<file path="config.mk">
export PLATFORM = sky130hd
export DESIGN_NAME = sfc_regs
export DESIGN_NICKNAME = d
export VERILOG_FILES = /design/src/logic/sfc_pkg.sv /design/src/logic/sfc_regs.sv
export SDC_FILE = /design/constraint.sdc
export NUM_CORES = 1
export LEC_CHECK = 0
export ABC_AREA = 0
export BUFFER_PORTS_ARGS = -buffer_cell sky130_fd_sc_hd__buf_2
export CORE_UTILIZATION = 53
export DETAILED_ROUTE_END_ITERATION = 10
export PLACE_DENSITY_LB_ADDON = 0.08
export SLEW_MARGIN = 20
export SYNTH_ARGS = -nofsm -noshare
export SYNTH_HDL_FRONTEND = slang
export SYNTH_SLANG_ARGS = --single-unit
</file>
<file path="constraint.sdc">
create_clock -name CLK -period 2.9 [get_ports CLK]
set_clock_uncertainty 0.1 [all_clocks]
set_input_delay 0.29 -clock CLK [delete_from_list [all_inputs] [get_ports CLK]]
set_output_delay 0.29 -clock CLK [all_outputs]
set_load 0.01 [all_outputs]
</file>
<file path="src/logic/sfc_pkg.sv">
package sfc_pkg;

  // Serial command codes
  localparam logic [7:0] CMD_READ_ECFG   = 8'h65;
  localparam logic [7:0] CMD_WRITE_ECFG  = 8'h61;
  localparam logic [7:0] CMD_READ_FLAGS  = 8'h70;
  localparam logic [7:0] CMD_CLEAR_FLAGS = 8'h50;

  // Reset values
  localparam logic [7:0] ECFG_RESET  = 8'hDF;
  localparam logic [7:0] FLAGS_RESET = 8'h80;

  // Drive strength codes that are not allowed
  localparam logic [2:0] DRIVE_RSVD_LO = 3'h0;
  localparam logic [2:0] DRIVE_RSVD_HI = 3'h4;

  // Bits per byte and lane counts
  localparam logic [3:0] BYTE_BITS  = 4'h8;
  localparam logic [2:0] LANES_EXT  = 3'h1;
  localparam logic [2:0] LANES_DUAL = 3'h2;
  localparam logic [2:0] LANES_QUAD = 3'h4;

  // Output enables (low = driving) per protocol
  localparam logic [3:0] OE_N_IDLE = 4'hF;
  localparam logic [3:0] OE_N_EXT  = 4'hD;
  localparam logic [3:0] OE_N_DUAL = 4'hC;
  localparam logic [3:0] OE_N_QUAD = 4'h0;

  // Least dummy cycles the host must program for 108 MHz
  localparam int DUMMY_FAST_108      = 3;
  localparam int DUMMY_DUAL_OUT_108  = 5;
  localparam int DUMMY_DUAL_IO_108   = 7;
  localparam int DUMMY_QUAD_OUT_108  = 7;
  localparam int DUMMY_QUAD_IO_108   = 10;

  typedef struct packed {
    logic       quad_n;
    logic       dual_n;
    logic       rsvd;
    logic       hold_en;
    logic       accel_n;
    logic [2:0] drive;
  } sfc_ecfg_t;

  typedef struct packed {
    logic ready;
    logic erase_susp;
    logic erase_err;
    logic prog_err;
    logic supply_err;
    logic prog_susp;
    logic prot_err;
    logic rsvd;
  } sfc_flags_t;

  typedef struct packed {
    logic busy;
    logic erase_susp;
    logic prog_susp;
  } sfc_status_t;

  typedef struct packed {
    logic erase_fail;
    logic prog_fail;
    logic prog_raise;
    logic supply_high;
    logic len_mult64;
    logic supply_invalid;
    logic protect_viol;
  } sfc_events_t;

  typedef enum logic [1:0] {ST_CMD, ST_WR, ST_RD, ST_SKIP} sfc_state_t;

endpackage

</file>
<file path="src/logic/sfc_regs.sv">
// Overview of operation
// - Bit 7 low selects four-line protocol
// - Bit 6 low selects two-line protocol
// - Both low: four-line wins
// - Protocol changes only when write completes
// - Bit 4 enables hold/reset pin function
// - Bit 3 low enables supply acceleration
// - Register read/write in every protocol
// - Flag 7 low while controller busy
// - Flag 6 shows erase suspended/pending
// - Flag 2 shows program suspended/pending
// - Flag 5 set on erase failure
// - Flag 4 on program fail, bad raise
// - Flag 3 on invalid supply voltage
// - Flag 1 on protected sector access
// - Status flags follow their condition
// - Error flags stick until clear command
// - All flags volatile, read by 70h
// - 65h reads, 61h writes config
// - 70h reads flags, 50h clears
module sfc_regs
  import sfc_pkg::*;
(
  input  wire logic        CLK,
  input  wire logic        RESETN,
  input  wire logic        CE,
  input  wire logic        SCK,
  input  wire logic        CS_N,
  input  wire logic [3:0]  DQ_IN,
  output logic      [3:0]  DQ_OUT,
  output logic      [3:0]  DQ_OE_N,
  input  wire sfc_status_t STATUS,
  input  wire sfc_events_t EVENTS,
  output sfc_ecfg_t        CONFIG,
  output sfc_flags_t       FLAGS,
  output logic             QUAD_MODE,
  output logic             DUAL_MODE,
  output logic             HOLD_RESET_EN,
  output logic             ACCEL_EN
);

  function automatic logic [2:0] lanes_of(input sfc_ecfg_t c);
    if (!c.quad_n) begin
      return LANES_QUAD;
    end
    if (!c.dual_n) begin
      return LANES_DUAL;
    end
    return LANES_EXT;
  endfunction

  // Link pins cross into CLK; only stage 2 onward is looked at
  logic       sck_s1, sck_s2, sck_s3;
  logic       cs_s1, cs_s2, cs_s3;
  logic [3:0] dq_s1, dq_s2;

  sfc_state_t st;
  logic [7:0] sh_in;
  logic [3:0] cnt;
  logic [7:0] wr_data;
  logic       wr_full;
  logic       clr_armed;
  logic       rd_flags;
  logic [7:0] sh_out;
  logic [3:0] out_cnt;
  sfc_ecfg_t  ecfg;
  sfc_flags_t flags;

  wire        sck_rise  = sck_s2 & ~sck_s3;
  wire        sck_fall  = ~sck_s2 & sck_s3;
  wire        cs_rise   = cs_s2 & ~cs_s3;
  wire        active    = ~cs_s2;
  wire [2:0]  width     = lanes_of(ecfg);
  wire [3:0]  cnt_nx    = cnt + {1'b0, width};
  wire [3:0]  out_nx    = out_cnt + {1'b0, width};
  wire        byte_done = active & sck_rise & (cnt_nx == BYTE_BITS);
  wire [7:0]  in_byte   = (width == LANES_QUAD) ? {sh_in[3:0], dq_s2} :
                          (width == LANES_DUAL) ? {sh_in[5:0], dq_s2[1:0]} :
                                                  {sh_in[6:0], dq_s2[0]};
  wire [7:0]  out_shift = (width == LANES_QUAD) ? {sh_out[3:0], 4'h0} :
                          (width == LANES_DUAL) ? {sh_out[5:0], 2'h0} :
                                                  {sh_out[6:0], 1'b0};
  wire [3:0]  out_bits  = (width == LANES_QUAD) ? sh_out[7:4] :
                          (width == LANES_DUAL) ? {2'h0, sh_out[7:6]} :
                                                  {2'h0, sh_out[7], 1'b0};
  wire [3:0]  oe_mask   = (width == LANES_QUAD) ? OE_N_QUAD :
                          (width == LANES_DUAL) ? OE_N_DUAL : OE_N_EXT;
  // Reads repeat the live value, so polling sees fresh flags
  wire [7:0]  rd_value  = rd_flags ? flags : ecfg;

  // Reserved drive codes keep the previous code
  wire        drive_ok  = (wr_data[2:0] != DRIVE_RSVD_LO) &&
                          (wr_data[2:0] != DRIVE_RSVD_HI);
  wire sfc_ecfg_t next_ecfg = '{quad_n:  wr_data[7],
                                dual_n:  wr_data[6],
                                rsvd:    1'b0,
                                hold_en: wr_data[4],
                                accel_n: wr_data[3],
                                drive:   drive_ok ? wr_data[2:0]
                                                  : ecfg.drive};
  wire        ecfg_load = cs_rise & (st == ST_WR) & wr_full;
  wire        clr_hit   = cs_rise & clr_armed;
  wire        prog_set  = EVENTS.prog_fail | (EVENTS.prog_raise &
                          EVENTS.supply_high & EVENTS.len_mult64);
  // Set beats a clear landing in the same cycle
  wire sfc_flags_t next_flags = '{
    ready:      ~STATUS.busy,
    erase_susp: STATUS.erase_susp,
    erase_err:  EVENTS.erase_fail | (flags.erase_err & ~clr_hit),
    prog_err:   prog_set | (flags.prog_err & ~clr_hit),
    supply_err: EVENTS.supply_invalid |
                (flags.supply_err & ~clr_hit),
    prog_susp:  STATUS.prog_susp,
    prot_err:   EVENTS.protect_viol | (flags.prot_err & ~clr_hit),
    rsvd:       1'b0};

  always_ff @(posedge CLK or negedge RESETN) begin
    if (!RESETN) begin
      {sck_s1, sck_s2, sck_s3} <= 3'h0;
      {cs_s1, cs_s2, cs_s3}    <= 3'h7;
      dq_s1                    <= 4'h0;
      dq_s2                    <= 4'h0;
    end else if (CE) begin
      {sck_s1, sck_s2, sck_s3} <= {SCK, sck_s1, sck_s2};
      {cs_s1, cs_s2, cs_s3}    <= {CS_N, cs_s1, cs_s2};
      dq_s1                    <= DQ_IN;
      dq_s2                    <= dq_s1;
    end
  end

  always_ff @(posedge CLK or negedge RESETN) begin
    if (!RESETN) begin
      ecfg  <= ECFG_RESET;
      flags <= FLAGS_RESET;
    end else if (CE) begin
      flags <= next_flags;
      if (ecfg_load) begin
        ecfg <= next_ecfg;
      end
    end
  end

  // Command decode and inbound shifting
  always_ff @(posedge CLK or negedge RESETN) begin
    if (!RESETN) begin
      st        <= ST_CMD;
      sh_in     <= 8'h00;
      cnt       <= 4'h0;
      wr_data   <= 8'h00;
      wr_full   <= 1'b0;
      clr_armed <= 1'b0;
      rd_flags  <= 1'b0;
    end else if (CE) begin
      if (!active) begin
        st        <= ST_CMD;
        cnt       <= 4'h0;
        wr_full   <= 1'b0;
        clr_armed <= 1'b0;
      end else if (sck_rise) begin
        sh_in <= in_byte;
        cnt   <= byte_done ? 4'h0 : cnt_nx;
        if (byte_done) begin
          unique case (st)
            ST_CMD: begin
              rd_flags  <= (in_byte == CMD_READ_FLAGS);
              clr_armed <= (in_byte == CMD_CLEAR_FLAGS);
              st        <= (in_byte == CMD_WRITE_ECFG) ? ST_WR :
                           (in_byte == CMD_READ_ECFG ||
                            in_byte == CMD_READ_FLAGS) ? ST_RD :
                           (in_byte == CMD_CLEAR_FLAGS) ? ST_CMD :
                                                           ST_SKIP;
              if (in_byte == CMD_CLEAR_FLAGS) begin
                st <= ST_SKIP;
              end
            end
            ST_WR: begin
              if (!wr_full) begin
                wr_data <= in_byte;
                wr_full <= 1'b1;
              end
            end
            ST_RD, ST_SKIP: begin
              // Rest of frame is ignored
            end
          endcase
        end
      end
    end
  end

  // Outbound bits change on falling clock edges
  always_ff @(posedge CLK or negedge RESETN) begin
    if (!RESETN) begin
      sh_out  <= 8'h00;
      out_cnt <= 4'h0;
      DQ_OUT  <= 4'h0;
      DQ_OE_N <= OE_N_IDLE;
    end else if (CE) begin
      if (!active) begin
        DQ_OE_N <= OE_N_IDLE;
      end else if (byte_done && st == ST_CMD) begin
        sh_out  <= (in_byte == CMD_READ_FLAGS) ? flags : ecfg;
        out_cnt <= 4'h0;
      end else if (sck_fall && st == ST_RD) begin
        DQ_OUT  <= out_bits;
        DQ_OE_N <= oe_mask;
        if (out_nx == BYTE_BITS) begin
          sh_out  <= rd_value;
          out_cnt <= 4'h0;
        end else begin
          sh_out  <= out_shift;
          out_cnt <= out_nx;
        end
      end
    end
  end

  assign CONFIG        = ecfg;
  assign FLAGS         = flags;
  assign QUAD_MODE     = ~ecfg.quad_n;
  assign DUAL_MODE     = ecfg.quad_n & ~ecfg.dual_n;
  assign HOLD_RESET_EN = ecfg.hold_en;
  assign ACCEL_EN      = ~ecfg.accel_n;
endmodule

</file>
==> results of run 1 <==
## layer usage
| metal | vias up | track usage [%] | part of all wire (%) |
|---|---|---|---|
| li1 | 1460 | - | - |
| met1 | 1498 | 32.88 | 47 |
| met2 | 61 | 41.02 | 49 |
| met3 | 11 | 4.171 | 3.1 |
| met4 | 0 | 8.048 | 1.2 |
| met5 | - | 0 | 0 |
## metrics by stage
step | power [mW] | hold WS [ns] | worst slack, ns | instances
CTS | 3.062 | 0.06761 | 0.004183 | 538
global placement | 2.245 | 0.2825 | 0.01922 | 519
detailed placement | 2.266 | 0.2935 | -0.07040 | 519
finish | 3.115 | 0.07451 | 0.07839 | 547
global route | 3.307 | 0.06966 | -0.06532 | 547
floorplan | 1.986 | -0.1056 | -0.04183 | 381
## registers in the layout (all words and copies together) (netlist names), 4 cells and up
| signal | count |
|---|---|
| dq_s2 | 4 |
| cnt | 4 |
| FLAGS | 7 |
| DQ_OUT | 4 |
| wr_data | 7 |
| out_cnt | 4 |
| CONFIG | 6 |
| dq_s1 | 4 |
| sh_in | 7 |
| sh_out | 8 |
## final cells by class
type | count | area (sq um)
clock inverter | 7 | 75.07
fill | 590 | 2303
inverter | 14 | 52.55
tap | 96 | 120.1
sequential | 70 | 1769
multi-input combinational | 270 | 1951
clock buffer | 9 | 123.9
timing repair buffer | 81 | 511.7
## worst paths after layout
kind                             from    endpoint  slack [ns]  depth (start not counted)
setup reg to reg            CONFIG[7]   sh_out[7]        0.08                         11
hold reg to reg            DQ_OE_N[1]  DQ_OE_N[1]        0.37                          2
max in group asynchronous      RESETN       cs_s1        1.45                          3
min in group asynchronous      RESETN  out_cnt[0]        0.45                          2
hold / removal               DQ_IN[1]    dq_s1[1]        0.07                          2
setup / recovery            CONFIG[7]   sh_out[7]        0.08                         11
## cell families (layout without fill, tap and decap cells)
group	count (synthesis)	after routing	share of synthesized area, %
fa+ha+maj	6	6	1.954
compound gates	82	82	13.64
buf+inv	41	111	5.926
mux	62	62	17.29
xor+xnor	2	2	0.4560
other cells	1	2	0.09759
simple gates	116	116	14.59
flops	70	70	46.04
## power groups by stage
stage / clock network (mW) / logic, mW / registers, mW
final: 0.784 / 0.984 / 1.35
after global routing: 0.842 / 1.09 / 1.38
after CTS: 0.801 / 0.920 / 1.34
after detailed placement: 0 / 0.906 / 1.36
after global placement: 0 / 0.887 / 1.36
after floorplan: 0 / 0.652 / 1.33
## layout by cell type, fill, tap and decap left out, types with 4 or more instances in the layout
| master | n |
|---|---|
| a21oi_1 | 17 |
| a22o_1 | 7 |
| and2_1 | 4 |
| buf_2 | 45 |
| buf_4 | 31 |
| clkbuf_8 | 9 |
| dfrtp_1 | 56 |
| dfstp_2 | 14 |
| inv_1 | 14 |
| mux2_1 | 5 |
| mux2_2 | 22 |
| mux2i_1 | 32 |
| nand2_1 | 58 |
| nand3_1 | 5 |
| nor2_1 | 23 |
| nor2b_1 | 4 |
| o21ai_0 | 22 |
| o21ai_1 | 8 |
| o22a_1 | 4 |
| o22ai_1 | 7 |
## timing repair
item | 4_1_cts | 5_1_grt
gates resized for setup | 2 | 12
setup buffers | 1 | 8
cloned | 0 | 1
setup endpoints to repair | 8 | 14
pin swaps | 2 | 2
endpoints found under the hold margin | 26 | 0
hold buffers | 2 | 0
==> reports/summary.txt, run 1 <==
Outcome -> complete, no violations
# setup viols final -> 0
Count leader, synth -> nand2_1
Slowest-stage cell, CP -> dfstp_2
Antenna fix cells -> 0
Core ar. -> 6907 sq um
Slowest stage delay, CP -> 0.58 ns
Int Power -> 2.059 mW
Setup TNS -> 0 ns
Crit path cell chain -> nor2b_4 -> xor2_1 -> ha_2 -> and2_1 -> a221o_1 -> nor3b_4 -> o31a_1 -> buf_4 -> mux2i_1 -> a21oi_1 -> a221o_1
Die width -> 87.15 um
Post-synthesis cell area -> 3842 sq um
Worst-margin pin slew -> 0.7404 ns
Critical Path RT -> 3.03 ns
Top cells by area, synth -> dfrtp_1, dfstp_2, mux2i_1, mux2_2, nand2_1
FMAX -> 354.4 MHz
Reg power frac -> 43.2%
DIE HEIGHT -> 87.15 um
Slew headroom -> 50.64%
Overall Global Routing Usage -> 24.65%
YS warnings -> 0
Layout net count -> 471
Remaining global-route overflow -> 0
Crit Path Class -> reg2reg
Vias per cell -> 5.539
Critical Path End Type -> flop
Share of layout cells above drive strength 1 -> 34.59%
Startpoint types -> flop
FFs w/ async S/R, synth -> 100.0%
Reg clk slew, reported paths -> 0.08 ns
HP Class -> in2reg
Area grow syn2layout -> 19.80%
Slew Limit Fails -> 0
Clk root buf -> clkbuf_8
Detailed-router iteration count before antenna repair -> 5
Input/output buffers -> 44
I/O pin cnt -> 47
Cell leakage power -> 2.069 nW
Wire per inst -> 15.88 um
Top cell by count, worst path -> a221o_1
Post-synthesis cell type count -> 54
Max Cap Viol -> 0
CTS sink cnt -> 70
Sequential cell area fraction in the yosys report -> 46.04%
Switching share of total power -> 33.89%
NetSw -> 1.056 mW
Number of routed nets with antenna violations -> 0
DR vias -> 3,030
Buffers plus inverters on the worst setup path -> 1
DRC -> 0
TritonCTS Buffers -> 9
Starting Density -> 55.63%
Flops & latches, synth -> 70
Post-Syn Instances -> 380
Crit-path leading delay family -> compound AO/OA/AOI/OAI gates
Crit-path max FO -> 6
CTS max path bufs -> 2
Post-synth top cells -> nand2_1, dfrtp_1, mux2i_1
HPWL after detailed placement -> 6295 um
Final Cell Area -> 4603 sq um
Peak VDD IR -> 0.4840 mV
Largest net degree at the start of global routing -> 33
Post-synth EDFFs -> 0
Routability cong. -> 0.8970
Rows -> 30
Die area -> 7594 sq um
Vias in the first global route -> 2,995
Final worst-path cycle share -> 97.30%
Final Hold Viols -> 0
Finished Core Util -> 66.65%
H-tree levels -> 3
Dominant cell type by area after synthesis -> dfrtp_1
First-pass GRT wire length -> 14,390 um
Clock share of power -> 25.2%
Main synth FF type -> dfrtp_1
Synth top area share -> 36.47%
Power density cells -> 676.7 nW/um^2
Total Routed Length -> 8684 um
Final Critical Period -> 2.822 ns
Syn Area/Cell -> 10.11 sq um
Clock Latency Late Sink -> 0.34 ns
Initial antenna violation count -> 0
CTS tree -> yes
1st-iter DRT viols -> 118
CP arrival -> 2.95 ns
Combinational power share -> 31.6%
Placed instance area -> 4242 sq um
Note: power is estimated with default switching activity, not from simulation.
==> run 2: changes to the inputs <==
CORE_UTILIZATION = 55   (was 53)
PLACE_DENSITY_LB_ADDON = 0.15   (was 0.08)
clock period = 2.7 ns   (was 2.9 ns; I/O delays follow)
==> reports/summary.txt, run 2 (synthesized netlist as in run 1, its figures left out) <==
Die area -> 7325 sq um (-3.5%)
Reg clk slew, reported paths -> 0.08 ns (about the same)
Critical Path End Type -> flop
CTS sink cnt -> 70 (unchanged)
CP arrival -> 2.84 ns (-0.11 ns)
I/O pin cnt -> 47 (unchanged)
Remaining global-route overflow -> 0 (unchanged)
Leading cell type in the layout, fill and taps excluded -> nand2_1
CTS tree -> yes
Slowest-stage cell, CP -> dfstp_2
Input/output buffers -> 44 (unchanged)
Starting Density -> 56.87% (+1.2 points)
Crit path cell chain -> buf_12 -> mux2_1 -> mux2i_2 -> nand2b_1 -> nor4_4 -> buf_12 -> mux2_1 -> mux2i_1 -> o21ai_2
Largest Register -> sh_out
H-tree levels -> 3 (unchanged)
Startpoint types -> flop
Largest register FFs -> 8 (unchanged)
Clock share of power -> 26.9% (+1.7 points)
Area grow syn2layout -> 21.46%
CTS max path bufs -> 2 (unchanged)
Peak VDD IR -> 0.4948 mV (+2.2%)
Number of routed nets with antenna violations -> 0 (unchanged)
Core ar. -> 6756 sq um (-2.2%)
Overall Global Routing Usage -> 26.36% (+1.7 points)
Outcome -> finished, violations left
Worst-margin pin slew -> 0.5740 ns (-0.1664 ns)
Die width -> 85.59 um (-1.8%)
Reg power frac -> 41.7% (-1.5 points)
Initial antenna violation count -> 0 (unchanged)
Failing checks -> negative setup slack
Crit Path Class -> reg2reg
Detailed-router iteration count before antenna repair -> 4 (-1)
# setup viols final -> 1 (+1)
Overall Power -> 3.471 mW (+11%)
RSZ-0062 raised after global routing -> true
HPWL after detailed placement -> 6296 um (about the same)
DIE HEIGHT -> 85.59 um (-1.8%)
Setup TNS -> -0.004424 ns (-0.004424 ns)
DR vias -> 2,982 (-1.6%)
Final Hold Viols -> 0 (unchanged)
Crit-path max FO -> 11 (+5)
Vias in the first global route -> 3,015 (+0.67%)
Slew headroom -> 61.48% (+11 points)
Power density cells -> 743.7 nW/um^2 (+9.9%)
Cell leakage power -> 2.120 nW (+2.5%)
TritonCTS Buffers -> 9 (unchanged)
Int Power -> 2.351 mW (+14%)
Critical Path RT -> 2.83 ns (-0.20 ns)
NetSw -> 1.119 mW (+6.0%)
1st-iter DRT viols -> 179 (+52%)
Total Routed Length -> 8672 um (-0.14%)
Slowest stage delay, CP -> 0.60 ns (+0.02 ns)
Final Critical Period -> 2.704 ns (-0.1172 ns)
Largest net degree at the start of global routing -> 32 (-3.0%)
Clk root buf -> clkbuf_8
Combinational power share -> 31.4% (-0.2 points)
Antenna fix cells -> 0 (unchanged)
Routability cong. -> 0.8211 (-8.5%)
Share of layout cells above drive strength 1 -> 35.68% (+1.1 points)
Setup ws final -> -0.004424 ns (-0.08281 ns)
Commonest cells after routing, fill and taps aside -> nand2_1, dfrtp_1, buf_2
HP Class -> in2reg
Max Cap Viol -> 0 (unchanged)
Final worst-path cycle share -> 100.2% (+2.9 points)
Rows -> 30 (unchanged)
Layout net count -> 474 (+0.64%)
First-pass GRT wire length -> 14,690 um (+2.1%)
FMAX -> 369.8 MHz (+4.3%)
Wire per inst -> 16.24 um (+2.3%)
Clock Latency Late Sink -> 0.34 ns (about the same)
Switching share of total power -> 32.25% (-1.6 points)
Slew Limit Fails -> 0 (unchanged)
DRC -> 0 (unchanged)
Vias per cell -> 5.584 (+0.81%)
run 2: cell types whose count changed in the layout (fill, tap and decap cells not counted), sizes merged:
| cell | change |
|---|---|
| buf | +3 |
| bufinv | +1 |
| clkbuf | +3 |
| clkinv | -1 |
| clkinvlp | -3 |
run 2: what timing repair did:
item,in CTS,in global routing
hold buffers,2,0
resized for setup,0,11
endpoints found under the setup margin,7,14
buffers inserted,2,2
endpoints found under the hold margin,17,0
pin swaps,1,6
run 2: critical path, delay by kind of cell, from the launching register on:
family / cells / cell delay (ns)
AOI/OAI and AO/OA: 1 / 0.07
buffers and inverters: 2 / 0.32
DFF: 1 / 0.60
muxes: 4 / 1.04
and+or+nand+nor: 2 / 0.45
run 2: power groups by stage:
stage / Clock (mW) / Combinational [mW] / Sequential, mW
after floorplan: 0 / 0.745 / 1.44
after global placement: 0 / 1.02 / 1.45
after detailed placement: 0 / 1.06 / 1.46
after CTS: 0.951 / 1.08 / 1.45
after global routing: 0.992 / 1.20 / 1.48
final: 0.934 / 1.09 / 1.45
run 2: cell type report:
cell class                 instances  area [sq um]
clock buffer                      12         145.1
clock inverter                     4         70.07
fill                             540          2090
inverter                          14         55.05
multi-input combinational        270          1966
sequential                        70          1769
tap                               80         100.1
timing repair buffer              84         561.8
run 2: final timing paths:
| check | startpoint | to | slack [ns] | cells after the start |
|---|---|---|---|---|
| setup reg to reg | CONFIG[6] | sh_out[1] | -0.004 | 9 |
| max in group asynchronous | RESETN | DQ_OE_N[2] | 1.50 | 3 |
| hold / removal | STATUS[1] | FLAGS[6] | 0.05 | 2 |
| min in group asynchronous | RESETN | out_cnt[1] | 0.31 | 2 |
| setup / recovery | CONFIG[6] | sh_out[1] | -0.004 | 9 |
| hold reg to reg | DQ_OE_N[1] | DQ_OE_N[1] | 0.36 | 2 |
run 2: routing by layer:
layer  track usage (%)  vias up  part of all wire (%)
li1                  -     1464                     -
met2             43.49       54                    49
met1             34.52     1451                    47
met5                 0        -                     0
met3             4.139       13                   2.9
met4             11.82        0                   1.7
run 2: stage by stage:
| step | setup slack, ns | instance area [sq um] | hold WS, ns | cells | util [%] |
|---|---|---|---|---|---|
| CTS | 0.0008238 | 4611 | 0.03309 | 532 | 68.24 |
| detailed placement | -0.06367 | 4360 | 0.1545 | 512 | 64.54 |
| global placement | 0.02720 | 4360 | 0.1576 | 512 | 64.54 |
| finish | -0.004424 | 4667 | 0.04898 | 534 | 69.07 |
| floorplan | -0.09444 | 3971 | -0.1256 | 381 | - |
| global route | -0.1742 | 4667 | 0.03551 | 534 | 69.07 |
